==> src/hdl/sewc_map.svh <==
// Register offsets, field positions and reset values of the sleep entry and wake control block.
// Assumes inclusion by bare name from the package and the design file.
`ifndef SEWC_MAP_SVH
`define SEWC_MAP_SVH
// Word byte addresses on the register bus
`define SEWC_OFS_IRQ_CONTROL 6'h00
`define SEWC_OFS_PERIPHERAL_IRQ_ENABLE_1 6'h04
`define SEWC_OFS_PERIPHERAL_IRQ_ENABLE_2 6'h08
`define SEWC_OFS_PERIPHERAL_IRQ_ENABLE_3 6'h0c
`define SEWC_OFS_PERIPHERAL_IRQ_ENABLE_4 6'h10
`define SEWC_OFS_PERIPHERAL_IRQ_FLAGS_1 6'h14
`define SEWC_OFS_PERIPHERAL_IRQ_FLAGS_2 6'h18
`define SEWC_OFS_PERIPHERAL_IRQ_FLAGS_3 6'h1c
`define SEWC_OFS_PERIPHERAL_IRQ_FLAGS_4 6'h20
`define SEWC_OFS_CORE_STATUS 6'h24
`define SEWC_OFS_WAKE_CONFIG 6'h28
`define SEWC_OFS_EVT_STATUS 6'h2c
`define SEWC_OFS_EVT_MASK 6'h30
// Field positions
`define SEWC_GIE_BIT 7
`define SEWC_PERIPHERAL_IRQ_ENABLE_BIT 6
`define SEWC_CAPTURE3_IE_BIT 4
`define SEWC_PD_BIT 3
`define SEWC_TO_BIT 4
// Implemented bit masks
`define SEWC_PERIPHERAL_IRQ_ENABLE_3_MASK 8'h10
`define SEWC_PERIPHERAL_IRQ_ENABLE_4_MASK 8'h77
`define SEWC_IRQ_CONTROL_MASK 8'hf8
// Reset values
`define SEWC_PERIPHERAL_IRQ_ENABLE_3_RESET 8'h00
`define SEWC_STATUS_RESET 8'h18
// Wake configuration fields
`define SEWC_CFG_WDT_SLEEP_BIT 0
`define SEWC_CFG_MASTER_CLEAR_PIN_EN_BIT 1
`define SEWC_CFG_BOR_EN_BIT 2
`define SEWC_CFG_WDT_EN_BIT 3
`define SEWC_CFG_T1SRC_LSB 4
`define SEWC_CFG_ADC_RC_BIT 6
// Secondary timer sources that survive power-down
`define SEWC_T1SRC_LFOSC 2'h1
`define SEWC_T1SRC_PIN 2'h2
`define SEWC_T1SRC_XTAL 2'h3
// Event bits
`define SEWC_EVT_ENTRY 0
`define SEWC_EVT_WAKE_IRQ 1
`define SEWC_EVT_WAKE_WDT 2
`endif

==> src/hdl/sewc_pkg.sv <==
// Types shared by the sleep entry and wake control block.
// Assumes the map header is on the include path.
`include "sewc_map.svh"
package sewc_pkg;
  typedef struct packed {
    logic [5:0] address;
    logic read;
    logic write;
    logic [31:0] writedata;
  } sewc_bus_req_type;
  typedef struct packed {
    logic [31:0] readdata;
    logic waitrequest;
  } sewc_bus_rsp_type;
  typedef enum logic [1:0] {SEWC_RUN, SEWC_SLEEP, SEWC_WAKE} sewc_state_type;
endpackage : sewc_pkg

==> src/hdl/sewc_top.sv <==
// Sleep entry and wake control: halt handling, clock gating, pin hold, wake and vectoring.
// Assumes a core on clk giving a one-cycle halt pulse, and asynchronous wake and reset pins.
//
// How it works
// - Sleep is entered only on core halt.
// - Entry clears watchdog; keeps counting if enabled.
// - Entry clears the power-down flag.
// - Entry sets the watchdog expiry flag.
// - Core clock is gated while asleep.
// - Low-frequency oscillator keeps running asleep.
// - Secondary timer runs from qualified sources.
// - ADC runs on on dedicated oscillator.
// - Pins hold their pre-halt drive state.
// - Non-watchdog resets act same asleep.
// - Six wake events end power-down.
// - Reset wakes reset; others continue execution.
// - Next instruction is prefetched during halt.
// - Wake needs own enable, ignores global.
// - Global clear: continue after halt.
// - Global set: execute next, then vector.
// - Watchdog cleared on every wake.
// - Capture3 enable at bit 4, rest zero.
`include "sewc_map.svh"
`timescale 1ns/1ns
`default_nettype none
module sewc_top (
  input wire logic clk, // System clock, 100 MHz
  input wire logic arst_n, // Power-on reset, active low
  input wire sewc_pkg::sewc_bus_req_type bus_req, // Avalon-MM request
  output sewc_pkg::sewc_bus_rsp_type bus_rsp, // Avalon-MM answer
  output logic irq, // Level interrupt
  input wire logic halt_exec, // Core executes halt, one-cycle pulse
  input wire logic instr_retired, // Core completed one instruction
  output logic core_clk_en, // Core clock gate enable
  output logic prefetch_req, // Fetch at program counter plus one
  output logic vector_req, // Call the interrupt service routine
  output logic device_reset_n, // Device reset, active low
  input wire logic master_clear_pin_n, // Master clear pin, active low
  input wire logic brownout_det, // Brown-out detected
  input wire logic watchdog_tick, // Watchdog time base tick
  input wire logic [2:0] ext_irq_pin, // External interrupt pins
  input wire logic [7:0] periph_evt_1, // Peripheral events, group 1
  input wire logic [7:0] periph_evt_2, // Peripheral events, group 2
  input wire logic [7:0] periph_evt_3, // Peripheral events, group 3
  input wire logic [7:0] periph_evt_4, // Peripheral events, group 4
  output logic lf_osc_en, // Low-frequency oscillator enable
  output logic timer2nd_clk_en, // Secondary timer clock enable
  output logic adc_clk_en, // ADC clock enable
  input wire logic [7:0] pin_out_core, // Pin levels from the core
  input wire logic [7:0] pin_oe_core, // Pin enables from the core
  output logic [7:0] pin_out, // Pin levels
  output logic [7:0] pin_oe, // Pin output enables
  output logic [7:0] watchdog_counter // Watchdog count
);
  import sewc_pkg::*;

  // ==========================================================
  // Input synchronisers
  logic [1:0] master_clear_pin_sync;
  logic [1:0] bor_sync;
  logic [1:0] wdt_sync;
  logic [2:0] ext_s1;
  logic [2:0] ext_s2;
  logic [31:0] per_s1;
  logic [31:0] per_s2;
  always_ff @(posedge clk or negedge arst_n) begin
    if (!arst_n) begin
      master_clear_pin_sync <= 2'h3;
      bor_sync <= 2'h0;
      wdt_sync <= 2'h0;
      ext_s1 <= 3'h0;
      ext_s2 <= 3'h0;
      per_s1 <= 32'h0;
      per_s2 <= 32'h0;
    end else begin
      master_clear_pin_sync <= {master_clear_pin_sync[0], master_clear_pin_n};
      bor_sync <= {bor_sync[0], brownout_det};
      wdt_sync <= {wdt_sync[0], watchdog_tick};
      ext_s1 <= ext_irq_pin;
      ext_s2 <= ext_s1;
      per_s1 <= {periph_evt_4, periph_evt_3, periph_evt_2, periph_evt_1};
      per_s2 <= per_s1;
    end
  end

  // ==========================================================
  // Registers
  sewc_state_type state;
  sewc_state_type next_state;
  logic [7:0] irq_control;
  logic [7:0] peripheral_irq_enable_1;
  logic [7:0] peripheral_irq_enable_2;
  logic [7:0] peripheral_irq_enable_3;
  logic [7:0] peripheral_irq_enable_4;
  logic [7:0] peripheral_irq_flags_1;
  logic [7:0] peripheral_irq_flags_2;
  logic [7:0] peripheral_irq_flags_3;
  logic [7:0] peripheral_irq_flags_4;
  logic [7:0] core_status;
  logic [7:0] wake_config;
  logic [2:0] evt_status;
  logic [2:0] evt_mask;
  logic [2:0] ext_prev;
  logic wr;
  logic [7:0] wd;
  logic [2:0] ext_rise;
  logic soft_reset;
  logic wdt_expire;
  logic irq_wake;
  logic wake_any;
  logic entry;
  logic t1_ok;
  logic pend_vector;

  assign wr = bus_req.write;
  assign wd = bus_req.writedata[7:0];
  assign ext_rise = ext_s2 & ~ext_prev;
  // A software reset source: master clear if enabled, or brown-out if enabled
  assign soft_reset = (wake_config[`SEWC_CFG_MASTER_CLEAR_PIN_EN_BIT] & ~master_clear_pin_sync[1])
    | (wake_config[`SEWC_CFG_BOR_EN_BIT] & bor_sync[1]);
  assign wdt_expire = wake_config[`SEWC_CFG_WDT_EN_BIT] & (watchdog_counter == 8'hff) & wdt_sync[1];
  // Own enable only, global enable deliberately ignored
  assign irq_wake = |(irq_control[2:0] & {ext_rise[2], ext_rise[1], ext_rise[0]})
    | |(peripheral_irq_enable_1 & peripheral_irq_flags_1) | |(peripheral_irq_enable_2 & peripheral_irq_flags_2) | |(peripheral_irq_enable_3 & peripheral_irq_flags_3) | |(peripheral_irq_enable_4 & peripheral_irq_flags_4);
  assign wake_any = irq_wake | wdt_expire;
  assign entry = (state == SEWC_RUN) & halt_exec;
  assign t1_ok = (wake_config[5:4] == `SEWC_T1SRC_LFOSC) | (wake_config[5:4] == `SEWC_T1SRC_PIN)
    | (wake_config[5:4] == `SEWC_T1SRC_XTAL);

  // ==========================================================
  // Sleep state machine
  always_comb begin
    next_state = state;
    case (state)
      SEWC_RUN: begin
        if (halt_exec) begin
          next_state = SEWC_SLEEP;
        end
      end
      SEWC_SLEEP: begin
        if (wake_any) begin
          next_state = SEWC_WAKE;
        end
      end
      SEWC_WAKE: begin
        next_state = SEWC_RUN;
      end
      default: begin
        next_state = SEWC_RUN;
      end
    endcase
  end

  always_ff @(posedge clk or negedge arst_n) begin
    if (!arst_n) begin
      state <= SEWC_RUN;
    end else if (soft_reset) begin
      state <= SEWC_RUN;
    end else begin
      state <= next_state;
    end
  end

  // Reset wakes restart the device rather than continue
  assign device_reset_n = ~soft_reset;
  assign core_clk_en = (state != SEWC_SLEEP);
  assign lf_osc_en = 1'b1;
  assign timer2nd_clk_en = (state != SEWC_SLEEP) | t1_ok;
  assign adc_clk_en = (state != SEWC_SLEEP) | wake_config[`SEWC_CFG_ADC_RC_BIT];
  assign prefetch_req = entry;

  // ==========================================================
  // Pin hold: the core's pins are frozen while asleep
  always_ff @(posedge clk or negedge arst_n) begin
    if (!arst_n) begin
      pin_out <= 8'h00;
      pin_oe <= 8'h00;
    end else if (state == SEWC_RUN && !halt_exec) begin
      pin_out <= pin_out_core;
      pin_oe <= pin_oe_core;
    end
  end

  // ==========================================================
  // Vectoring after an interrupt wake
  always_ff @(posedge clk or negedge arst_n) begin
    if (!arst_n) begin
      pend_vector <= 1'b0;
      vector_req <= 1'b0;
    end else begin
      vector_req <= 1'b0;
      if (soft_reset) begin
        pend_vector <= 1'b0;
      end else if (state == SEWC_SLEEP && irq_wake && irq_control[`SEWC_GIE_BIT]) begin
        pend_vector <= 1'b1;
      end else if (pend_vector && state == SEWC_RUN && instr_retired) begin
        pend_vector <= 1'b0;
        vector_req <= 1'b1;
      end
    end
  end

  // ==========================================================
  // Watchdog counter
  always_ff @(posedge clk or negedge arst_n) begin
    if (!arst_n) begin
      watchdog_counter <= 8'h00;
    end else if (entry || state == SEWC_WAKE || soft_reset) begin
      watchdog_counter <= 8'h00;
    end else if (wdt_sync[1] && wake_config[`SEWC_CFG_WDT_EN_BIT]
                 && (state == SEWC_RUN || wake_config[`SEWC_CFG_WDT_SLEEP_BIT])) begin
      watchdog_counter <= watchdog_counter + 8'h01;
    end
  end

  // ==========================================================
  // Core status and configuration
  always_ff @(posedge clk or negedge arst_n) begin
    if (!arst_n) begin
      core_status <= `SEWC_STATUS_RESET;
      wake_config <= 8'h00;
      irq_control <= 8'h00;
      peripheral_irq_enable_1 <= 8'h00;
      peripheral_irq_enable_2 <= 8'h00;
      peripheral_irq_enable_3 <= `SEWC_PERIPHERAL_IRQ_ENABLE_3_RESET;
      peripheral_irq_enable_4 <= 8'h00;
      evt_mask <= 3'h0;
      ext_prev <= 3'h0;
    end else begin
      ext_prev <= ext_s2;
      if (entry) begin
        core_status[`SEWC_PD_BIT] <= 1'b0;
        core_status[`SEWC_TO_BIT] <= 1'b1;
      end else if (wr && bus_req.address == `SEWC_OFS_CORE_STATUS) begin
        core_status <= wd;
      end
      if (wr) begin
        case (bus_req.address)
          `SEWC_OFS_WAKE_CONFIG: wake_config <= wd;
          `SEWC_OFS_IRQ_CONTROL: irq_control <= wd & `SEWC_IRQ_CONTROL_MASK | wd & 8'h07;
          `SEWC_OFS_PERIPHERAL_IRQ_ENABLE_1: peripheral_irq_enable_1 <= wd;
          `SEWC_OFS_PERIPHERAL_IRQ_ENABLE_2: peripheral_irq_enable_2 <= wd;
          `SEWC_OFS_PERIPHERAL_IRQ_ENABLE_3: peripheral_irq_enable_3 <= wd & `SEWC_PERIPHERAL_IRQ_ENABLE_3_MASK;
          `SEWC_OFS_PERIPHERAL_IRQ_ENABLE_4: peripheral_irq_enable_4 <= wd & `SEWC_PERIPHERAL_IRQ_ENABLE_4_MASK;
          `SEWC_OFS_EVT_MASK: evt_mask <= wd[2:0];
          default: begin
          end
        endcase
      end
    end
  end

  // ==========================================================
  // Peripheral flags: a new event wins over a clearing write
  always_ff @(posedge clk or negedge arst_n) begin
    if (!arst_n) begin
      peripheral_irq_flags_1 <= 8'h00;
      peripheral_irq_flags_2 <= 8'h00;
      peripheral_irq_flags_3 <= 8'h00;
      peripheral_irq_flags_4 <= 8'h00;
    end else begin
      peripheral_irq_flags_1 <= ((wr && bus_req.address == `SEWC_OFS_PERIPHERAL_IRQ_FLAGS_1) ? wd : peripheral_irq_flags_1) | per_s2[7:0];
      peripheral_irq_flags_2 <= ((wr && bus_req.address == `SEWC_OFS_PERIPHERAL_IRQ_FLAGS_2) ? wd : peripheral_irq_flags_2) | per_s2[15:8];
      peripheral_irq_flags_3 <= (((wr && bus_req.address == `SEWC_OFS_PERIPHERAL_IRQ_FLAGS_3) ? wd : peripheral_irq_flags_3) | per_s2[23:16])
        & `SEWC_PERIPHERAL_IRQ_ENABLE_3_MASK;
      peripheral_irq_flags_4 <= (((wr && bus_req.address == `SEWC_OFS_PERIPHERAL_IRQ_FLAGS_4) ? wd : peripheral_irq_flags_4) | per_s2[31:24])
        & `SEWC_PERIPHERAL_IRQ_ENABLE_4_MASK;
    end
  end

  // ==========================================================
  // Block events: write one to clear, set wins
  always_ff @(posedge clk or negedge arst_n) begin
    if (!arst_n) begin
      evt_status <= 3'h0;
    end else begin
      evt_status <= (evt_status & ~((wr && bus_req.address == `SEWC_OFS_EVT_STATUS) ? wd[2:0] : 3'h0))
        | {state == SEWC_SLEEP && wdt_expire, state == SEWC_SLEEP && irq_wake, entry};
    end
  end
  assign irq = |(evt_status & evt_mask);

  // ==========================================================
  // Bus answer: zero wait states, read data decoded combinationally from the request
  logic [7:0] rd;
  always_comb begin
    rd = 8'h00;
    case (bus_req.address)
      `SEWC_OFS_IRQ_CONTROL: rd = irq_control;
      `SEWC_OFS_PERIPHERAL_IRQ_ENABLE_1: rd = peripheral_irq_enable_1;
      `SEWC_OFS_PERIPHERAL_IRQ_ENABLE_2: rd = peripheral_irq_enable_2;
      `SEWC_OFS_PERIPHERAL_IRQ_ENABLE_3: rd = peripheral_irq_enable_3;
      `SEWC_OFS_PERIPHERAL_IRQ_ENABLE_4: rd = peripheral_irq_enable_4;
      `SEWC_OFS_PERIPHERAL_IRQ_FLAGS_1: rd = peripheral_irq_flags_1;
      `SEWC_OFS_PERIPHERAL_IRQ_FLAGS_2: rd = peripheral_irq_flags_2;
      `SEWC_OFS_PERIPHERAL_IRQ_FLAGS_3: rd = peripheral_irq_flags_3;
      `SEWC_OFS_PERIPHERAL_IRQ_FLAGS_4: rd = peripheral_irq_flags_4;
      `SEWC_OFS_CORE_STATUS: rd = core_status;
      `SEWC_OFS_WAKE_CONFIG: rd = wake_config;
      `SEWC_OFS_EVT_STATUS: rd = {5'h00, evt_status};
      `SEWC_OFS_EVT_MASK: rd = {5'h00, evt_mask};
      default: rd = 8'h00;
    endcase
  end
  assign bus_rsp.readdata = {24'h000000, rd};
  assign bus_rsp.waitrequest = 1'b0;

  // ==========================================================
  // Checks
  property p_entry_clk;
    @(posedge clk) disable iff (!arst_n) entry && !soft_reset |=> !core_clk_en;
  endproperty
  a_entry_clk: assert property (p_entry_clk) else $error("core clock not gated after halt");
  property p_pd;
    @(posedge clk) disable iff (!arst_n) entry |=> !core_status[`SEWC_PD_BIT];
  endproperty
  a_pd: assert property (p_pd) else $error("power-down flag not cleared");
  property p_to;
    @(posedge clk) disable iff (!arst_n) entry |=> core_status[`SEWC_TO_BIT];
  endproperty
  a_to: assert property (p_to) else $error("expiry flag not set");
  property p_wdt_clr;
    @(posedge clk) disable iff (!arst_n) (entry || state == SEWC_WAKE) |=> watchdog_counter == 8'h00;
  endproperty
  a_wdt_clr: assert property (p_wdt_clr) else $error("watchdog not cleared");
  property p_sleep_only_halt;
    @(posedge clk) disable iff (!arst_n) $rose(state == SEWC_SLEEP) |-> $past(halt_exec);
  endproperty
  a_sleep_only_halt: assert property (p_sleep_only_halt) else $error("sleep without halt");
  property p_pin_hold;
    @(posedge clk) disable iff (!arst_n) state == SEWC_SLEEP ##1 state == SEWC_SLEEP |-> $stable(pin_out)
      && $stable(pin_oe);
  endproperty
  a_pin_hold: assert property (p_pin_hold) else $error("pins moved asleep");
  property p_wake;
    @(posedge clk) disable iff (!arst_n) state == SEWC_SLEEP && irq_wake && !soft_reset |=> state == SEWC_WAKE
      ##1 core_clk_en;
  endproperty
  a_wake: assert property (p_wake) else $error("interrupt did not wake");
  property p_peripheral_irq_enable_3;
    @(posedge clk) disable iff (!arst_n) (peripheral_irq_enable_3 & ~`SEWC_PERIPHERAL_IRQ_ENABLE_3_MASK) == 8'h00;
  endproperty
  a_peripheral_irq_enable_3: assert property (p_peripheral_irq_enable_3) else $error("unused capture enable bits set");
  property p_reset;
    @(posedge clk) disable iff (!arst_n) soft_reset |=> state == SEWC_RUN;
  endproperty
  a_reset: assert property (p_reset) else $error("reset wake did not restart");
  c_sleep: cover property (@(posedge clk) disable iff (!arst_n) entry ##[1:20] state == SEWC_WAKE);
  c_vector: cover property (@(posedge clk) disable iff (!arst_n) vector_req);
  c_reset_wake: cover property (@(posedge clk) disable iff (!arst_n) state == SEWC_SLEEP && soft_reset);
endmodule : sewc_top
`default_nettype wire

==> config.mk <==
export PLATFORM = sky130hd
export DESIGN_NAME = sewc_top
export DESIGN_NICKNAME = d
export VERILOG_FILES = /design/src/hdl/sewc_pkg.sv /design/src/hdl/sewc_top.sv
export VERILOG_INCLUDE_DIRS = /design/src /design/src/hdl
export SDC_FILE = /design/constraint.sdc
export NUM_CORES = 1
export LEC_CHECK = 0
export BUFFER_PORTS_ARGS = -buffer_cell sky130_fd_sc_hd__buf_4
export CORE_MARGIN = 2
export CORE_UTILIZATION = 40
export DETAILED_ROUTE_END_ITERATION = 10
export GPL_ROUTABILITY_DRIVEN = 0
export SLEW_MARGIN = 20
export SYNTH_ARGS = -nofsm -noshare
export SYNTH_HDL_FRONTEND = slang
export SYNTH_SLANG_ARGS = --single-unit
==> constraint.sdc <==
create_clock -name clk -period 2.2 [get_ports clk]
set_clock_uncertainty 0.05 [all_clocks]
set_input_delay 0.22 -clock clk [delete_from_list [all_inputs] [get_ports clk]]
set_output_delay 0.22 -clock clk [all_outputs]
set_load 0.03 [all_outputs]
Yosys cells after proc, flatten, opt, wreduce, memory -nomap -nowiden
Index checks and enable logic that the tools add are counted.
Widths: inputs -> output; s select.
{ "totals": {"wordCells": 142, "ff_bits": 181, "in_bits": 98} }
{ "op_classes": {"n_addsub": 1, "n_reduce_logical": 38, "bitwise": 34, "muxes": 20, "n_eq_ne": 21} }
{ "op_table": {"columns": ["cell", "n"], "rows": [
  ["$pmux 8 s13", 1],
  ["$mux 8", 4],
  ["$reduce_or 8->1", 4],
  ["$eq 6x6->1 const B", 5],
  ["$eq 6x5->1 const B", 4],
  ["$reduce_and 2->1", 9],
  ["$and 8x8->8", 2],
  ["$or 8x8->8", 2],
  ["$logic_and 1x1->1", 14],
  ["$and 3x3->3", 4],
  ["$eq 6x4->1 const B", 2],
  ["$mux 5", 2],
  ["$or 1x1->1", 10],
  ["$add 8x1->8 const B", 1],
  ["$eq 8x8->1 const B", 1],
  ["$mux 2", 4],
  ["$or 8x3->8", 1],
  ["$and 7x7->7", 1],
  ["$mux 7", 1],
  ["$or 7x7->7", 1],
  ["$eq 2x2->1 const B", 3],
  ["$eq 6x3->1 const B", 1],
  ["$logic_not 6->1", 1],
  ["$mux 1", 6],
  ["17 further kinds", 30]
]} }

Logic depth before layout (Yosys ltp)
{ "logic_depth": {"ltp_word": 12, "depth_mapped": 7, "depth_no_buf": 5} }

Worst setup path before layout
No wires, ideal clock.
{ "synth_timing": {"kind": "input to output", "from": "input bus_req[35] (netlist name)", "to": "output bus_rsp[5] (netlist name)", "path_stages": 6, "t_required_ns": 1.930, "setup_slack_ns": 0.179, "path_buffers": 1, "arrival_ns": 1.751, "cell_sequence": "or4b_1 -> buf_2 -> nor3_4 -> a22oi_1 -> and4_1 -> o21ai_0"} }
{ "synth_lines": {"columns": ["element", "line", "text"], "rows": [
  ["start, declared", "sewc_top.sv:29", "input wire sewc_pkg::sewc_bus_req_type bus_req,"],
  ["end, declared", "sewc_top.sv:30", "output sewc_pkg::sewc_bus_rsp_type bus_rsp,"]
]} }

==> results.cfg <==
[placed_design]
place_hpwl_um = 12000
port_buffers = 102
place_inst = 854

[floorplan]
die_x_um = 134
die_h_um = 134
die-area_sq_mm = 0.0179
placementRows = 47
core_sq_mm = 0.0165
io_pins = 163
initial_core_util_pct = 40.7

[worst_setup_path]
cp_data_arrival_time_ps = 1880
critical_path.cell_chain = buf_4, or4b_1, buf_4, nor2_4, a22oi_1, and3_1, nand3_1, buf_4
cp_slowest_cell = or4b_1
critPathCaptureType = primary output
startpoint_type = primary input
critPathKind = primary input to primary output
cp_max_fo = 6
cpPeakStageDelay_ps = 520
path_common_cell = buf_4
cp.required_ps = 1930

[power_and_ir_drop]
p_int_mw = 5.88
seqPwrFrac_pct = 43.4
p_sw_share_pct = 29.9
clkPwrFrac_pct = 34.7
p_comb_share_pct = 22.0
p_per_area_mw_per_mm2 = 940
p_leak_nw = 4.07
finalPower_mw = 8.39
peakVddDrop_v = 0.000606
p_sw_mw = 2.51

[logic_synthesis]
synth_compound_area_share_pct = 8.17
yosysWarnings = 0
yosysTopAreaCell = dfrtp_1
synth.area.mux_share_pct = 12.4
synth_most_common_cell = dfrtp_1
yosys-top-cells-area = dfrtp_1 60%, mux2_2 9.5%, buf_4 2.9%, a22oi_1 2.8%, nand2_1 2.5%
synth_top_flop_cell = dfrtp_1
ys_ff_latch = 165
syn_avg_cell_area_sq_um = 12.9
synth_top_area_share_pct = 59.9
synth_async_sr_flop_share_pct = 100
yosysUniqueCellTypes = 50
ys_top_cells_by_count = 161 x dfrtp_1, 57 x mux2_2, 45 x nand2_1
synth-edff-count = 0
syn_area_sq_mm = 0.00673
synth_top_family_by_area = simple AND/OR/NAND/NOR gates
yosys.area_share.adder_pct = 0.186
postSynthCellCount = 521
yosysSeqAreaShare_pct = 61.5
synth-simple-area-share_pct = 12.6
synth-xor-area-share_pct = 0.651

[sta]
fmax_mhz = 464
setup_tns_ps = 0
final-hold-violation-count = 0
slew_viol_final = 0
min_period_over_period_pct = 97.9
setup_viol = 0
fin_crit_ps = 2150
rsz0062_at_grt = yes
slew_headroom_pct = 60.2
tightest_slew_ps = 591

[clock_network]
cts_tree = built
cts_buffers = 17
cts_max_level = 4
cts.path.max_buffers = 2
clock_sinks = 165
insertion_delay_ps = 430
clk_pin_slew_ps = 60
root_buffer = clkbuf_16

[global_routing]
use_met1_pct = 26.1
track_usage_pct = 19.9
use_met3_pct = 4.38
grt-ovfl-total = 0
grt_max_degree = 67
top_usage_layer = met2
grt_pass1_vias = 4954
grt_pass1_wl_um = 27000
antenna_found_initial = 0
met2_usage_pct = 31.9

[drt]
ant_nets = 0
drc_errors = 0
viasPerCell = 5.14
routed-via-count = 4799
wl_per_cell_um = 18.1
drt_first_pass_iters = 5
drt_iter0_markers = 296
drt-total-wl_um = 16900

[status]
outcome = finished, final reports clean

[run]
maxCapViolations = 0

[cells_and_area]
num-fill-cells = 1376
utilization_pct = 54.0
drive_gt1_share_pct = 35.9
syn_to_final_growth_pct = 32.7
antennaDiodeCount = 0
nets = 801
fin_cells = 934

[worst_hold_path]
hold_path_class = primary input to register
[sequential cells by signal, summed over array words and instances, names as in the netlist, 6 cells and up]
name                     cells
peripheral_irq_flags_2       8
peripheral_irq_enable_2      8
irq_control                  8
peripheral_irq_enable_4      6
per_s2                      23
pin_oe                       8
peripheral_irq_flags_4       6
watchdog_counter             8
pin_out                      8
per_s1                      23
wake_config                  8
core_status                  8
peripheral_irq_enable_1      8
peripheral_irq_flags_1       8
[area by class of cell]
type | count | area, sq um | area share, %
clock inverter | 14 | 154 | 1.72
timing repair buffer | 183 | 1510 | 16.9
sequential | 165 | 4130 | 46.3
multi-input combinational | 329 | 2400 | 26.9
tap | 220 | 275 | 3.08
clock buffer | 17 | 425 | 4.77
inverter | 6 | 22.5 | 0.252
[power by group through the flow]
stage / Clock, mW / Sequential [mW] / Combinational, mW
floorplan: 0 / 3.93 / 0.801
global placement: 0 / 3.68 / 1.74
detailed placement: 0 / 3.69 / 1.78
CTS: 2.99 / 3.64 / 1.85
global route: 3.11 / 3.68 / 1.96
finish: 2.91 / 3.64 / 1.84
[layout by cell type (no fill, tap or decap), drive strengths merged, types with 5 or more instances in the layout]
cell type,count
dfrtp,161
buf,136
mux2,65
nand2,49
dlygate4sd3,47
conb,26
nand3,26
a22oi,25
nor2,19
clkbuf,17
nand3b,15
and2,11
inv,10
a22o,9
o21ai,9
a211o,8
a21oi,7
mux2i,7
nor3,7
a221oi,6
nand2b,6
clkinvlp,5
[repair_timing]
| item | CTS | global route |
|---|---|---|
| hold buffers | 47 | 0 |
| buffers inserted | 0 | 2 |
| pin swaps | 0 | 1 |
| resized for setup | 2 | 4 |
| hold endpoints to repair | 103 | 0 |
| setup endpoints to repair | 2 | 3 |
[critical path, delay by kind of cell]
family          cells  cell delay (ps)
simple gates        4             1040
compound gates      1              110
buf+inv             3              500
[layer usage]
layer / vias to the layer above / wire [um] / part of all wire, %
met1: 2393 / 7030 / 42
li1: 2174 / - / -
met3: 31 / 1110 / 6.6
met2: 201 / 8300 / 49
met5: - / 0 / 0
met4: 0 / 459 / 2.7
[path summary, 6_finish.rpt]
check	start	endpoint	slack, ps	cells past startpoint
worst min-delay path	bus_req[7]	peripheral_irq_flags_1[7]$_DFF_PN0_	20	2
worst max-delay path	bus_req[35]	bus_rsp[2]	50	8
worst min register to register	per_s1[9]$_DFF_PN0_	per_s2[9]$_DFF_PN0_	300	0
min in group asynchronous	arst_n	ext_s2[1]$_DFF_PN0_	310	2
max in group asynchronous	arst_n	pin_out[3]$_DFFE_PN0P_	1130	3
worst max register to register	peripheral_irq_flags_1[3]$_DFF_PN0_	evt_status[1]$_DFF_PN0_	130	5
[cells by family after synthesis]
logic type / after synthesis
other: 2
adder cells (fa/ha/maj): 1
AND/OR/NAND/NOR: 152
flip-flops: 165
AO/OA/AOI/OAI: 73
XOR/XNOR: 5
buffers and inverters: 51
multiplexers: 72
[stage by stage]
step	setup WS [ps]	hold WS, ps	instance area, sq um
global route	-0.923	44.6	8920
finish	46.7	24.4	8920
floorplan	179	-126	6820
CTS	13.0	12.3	8890
detailed placement	-20.1	209	7840
global placement	27.0	208	7840
(Power assumes the default switching activity.)
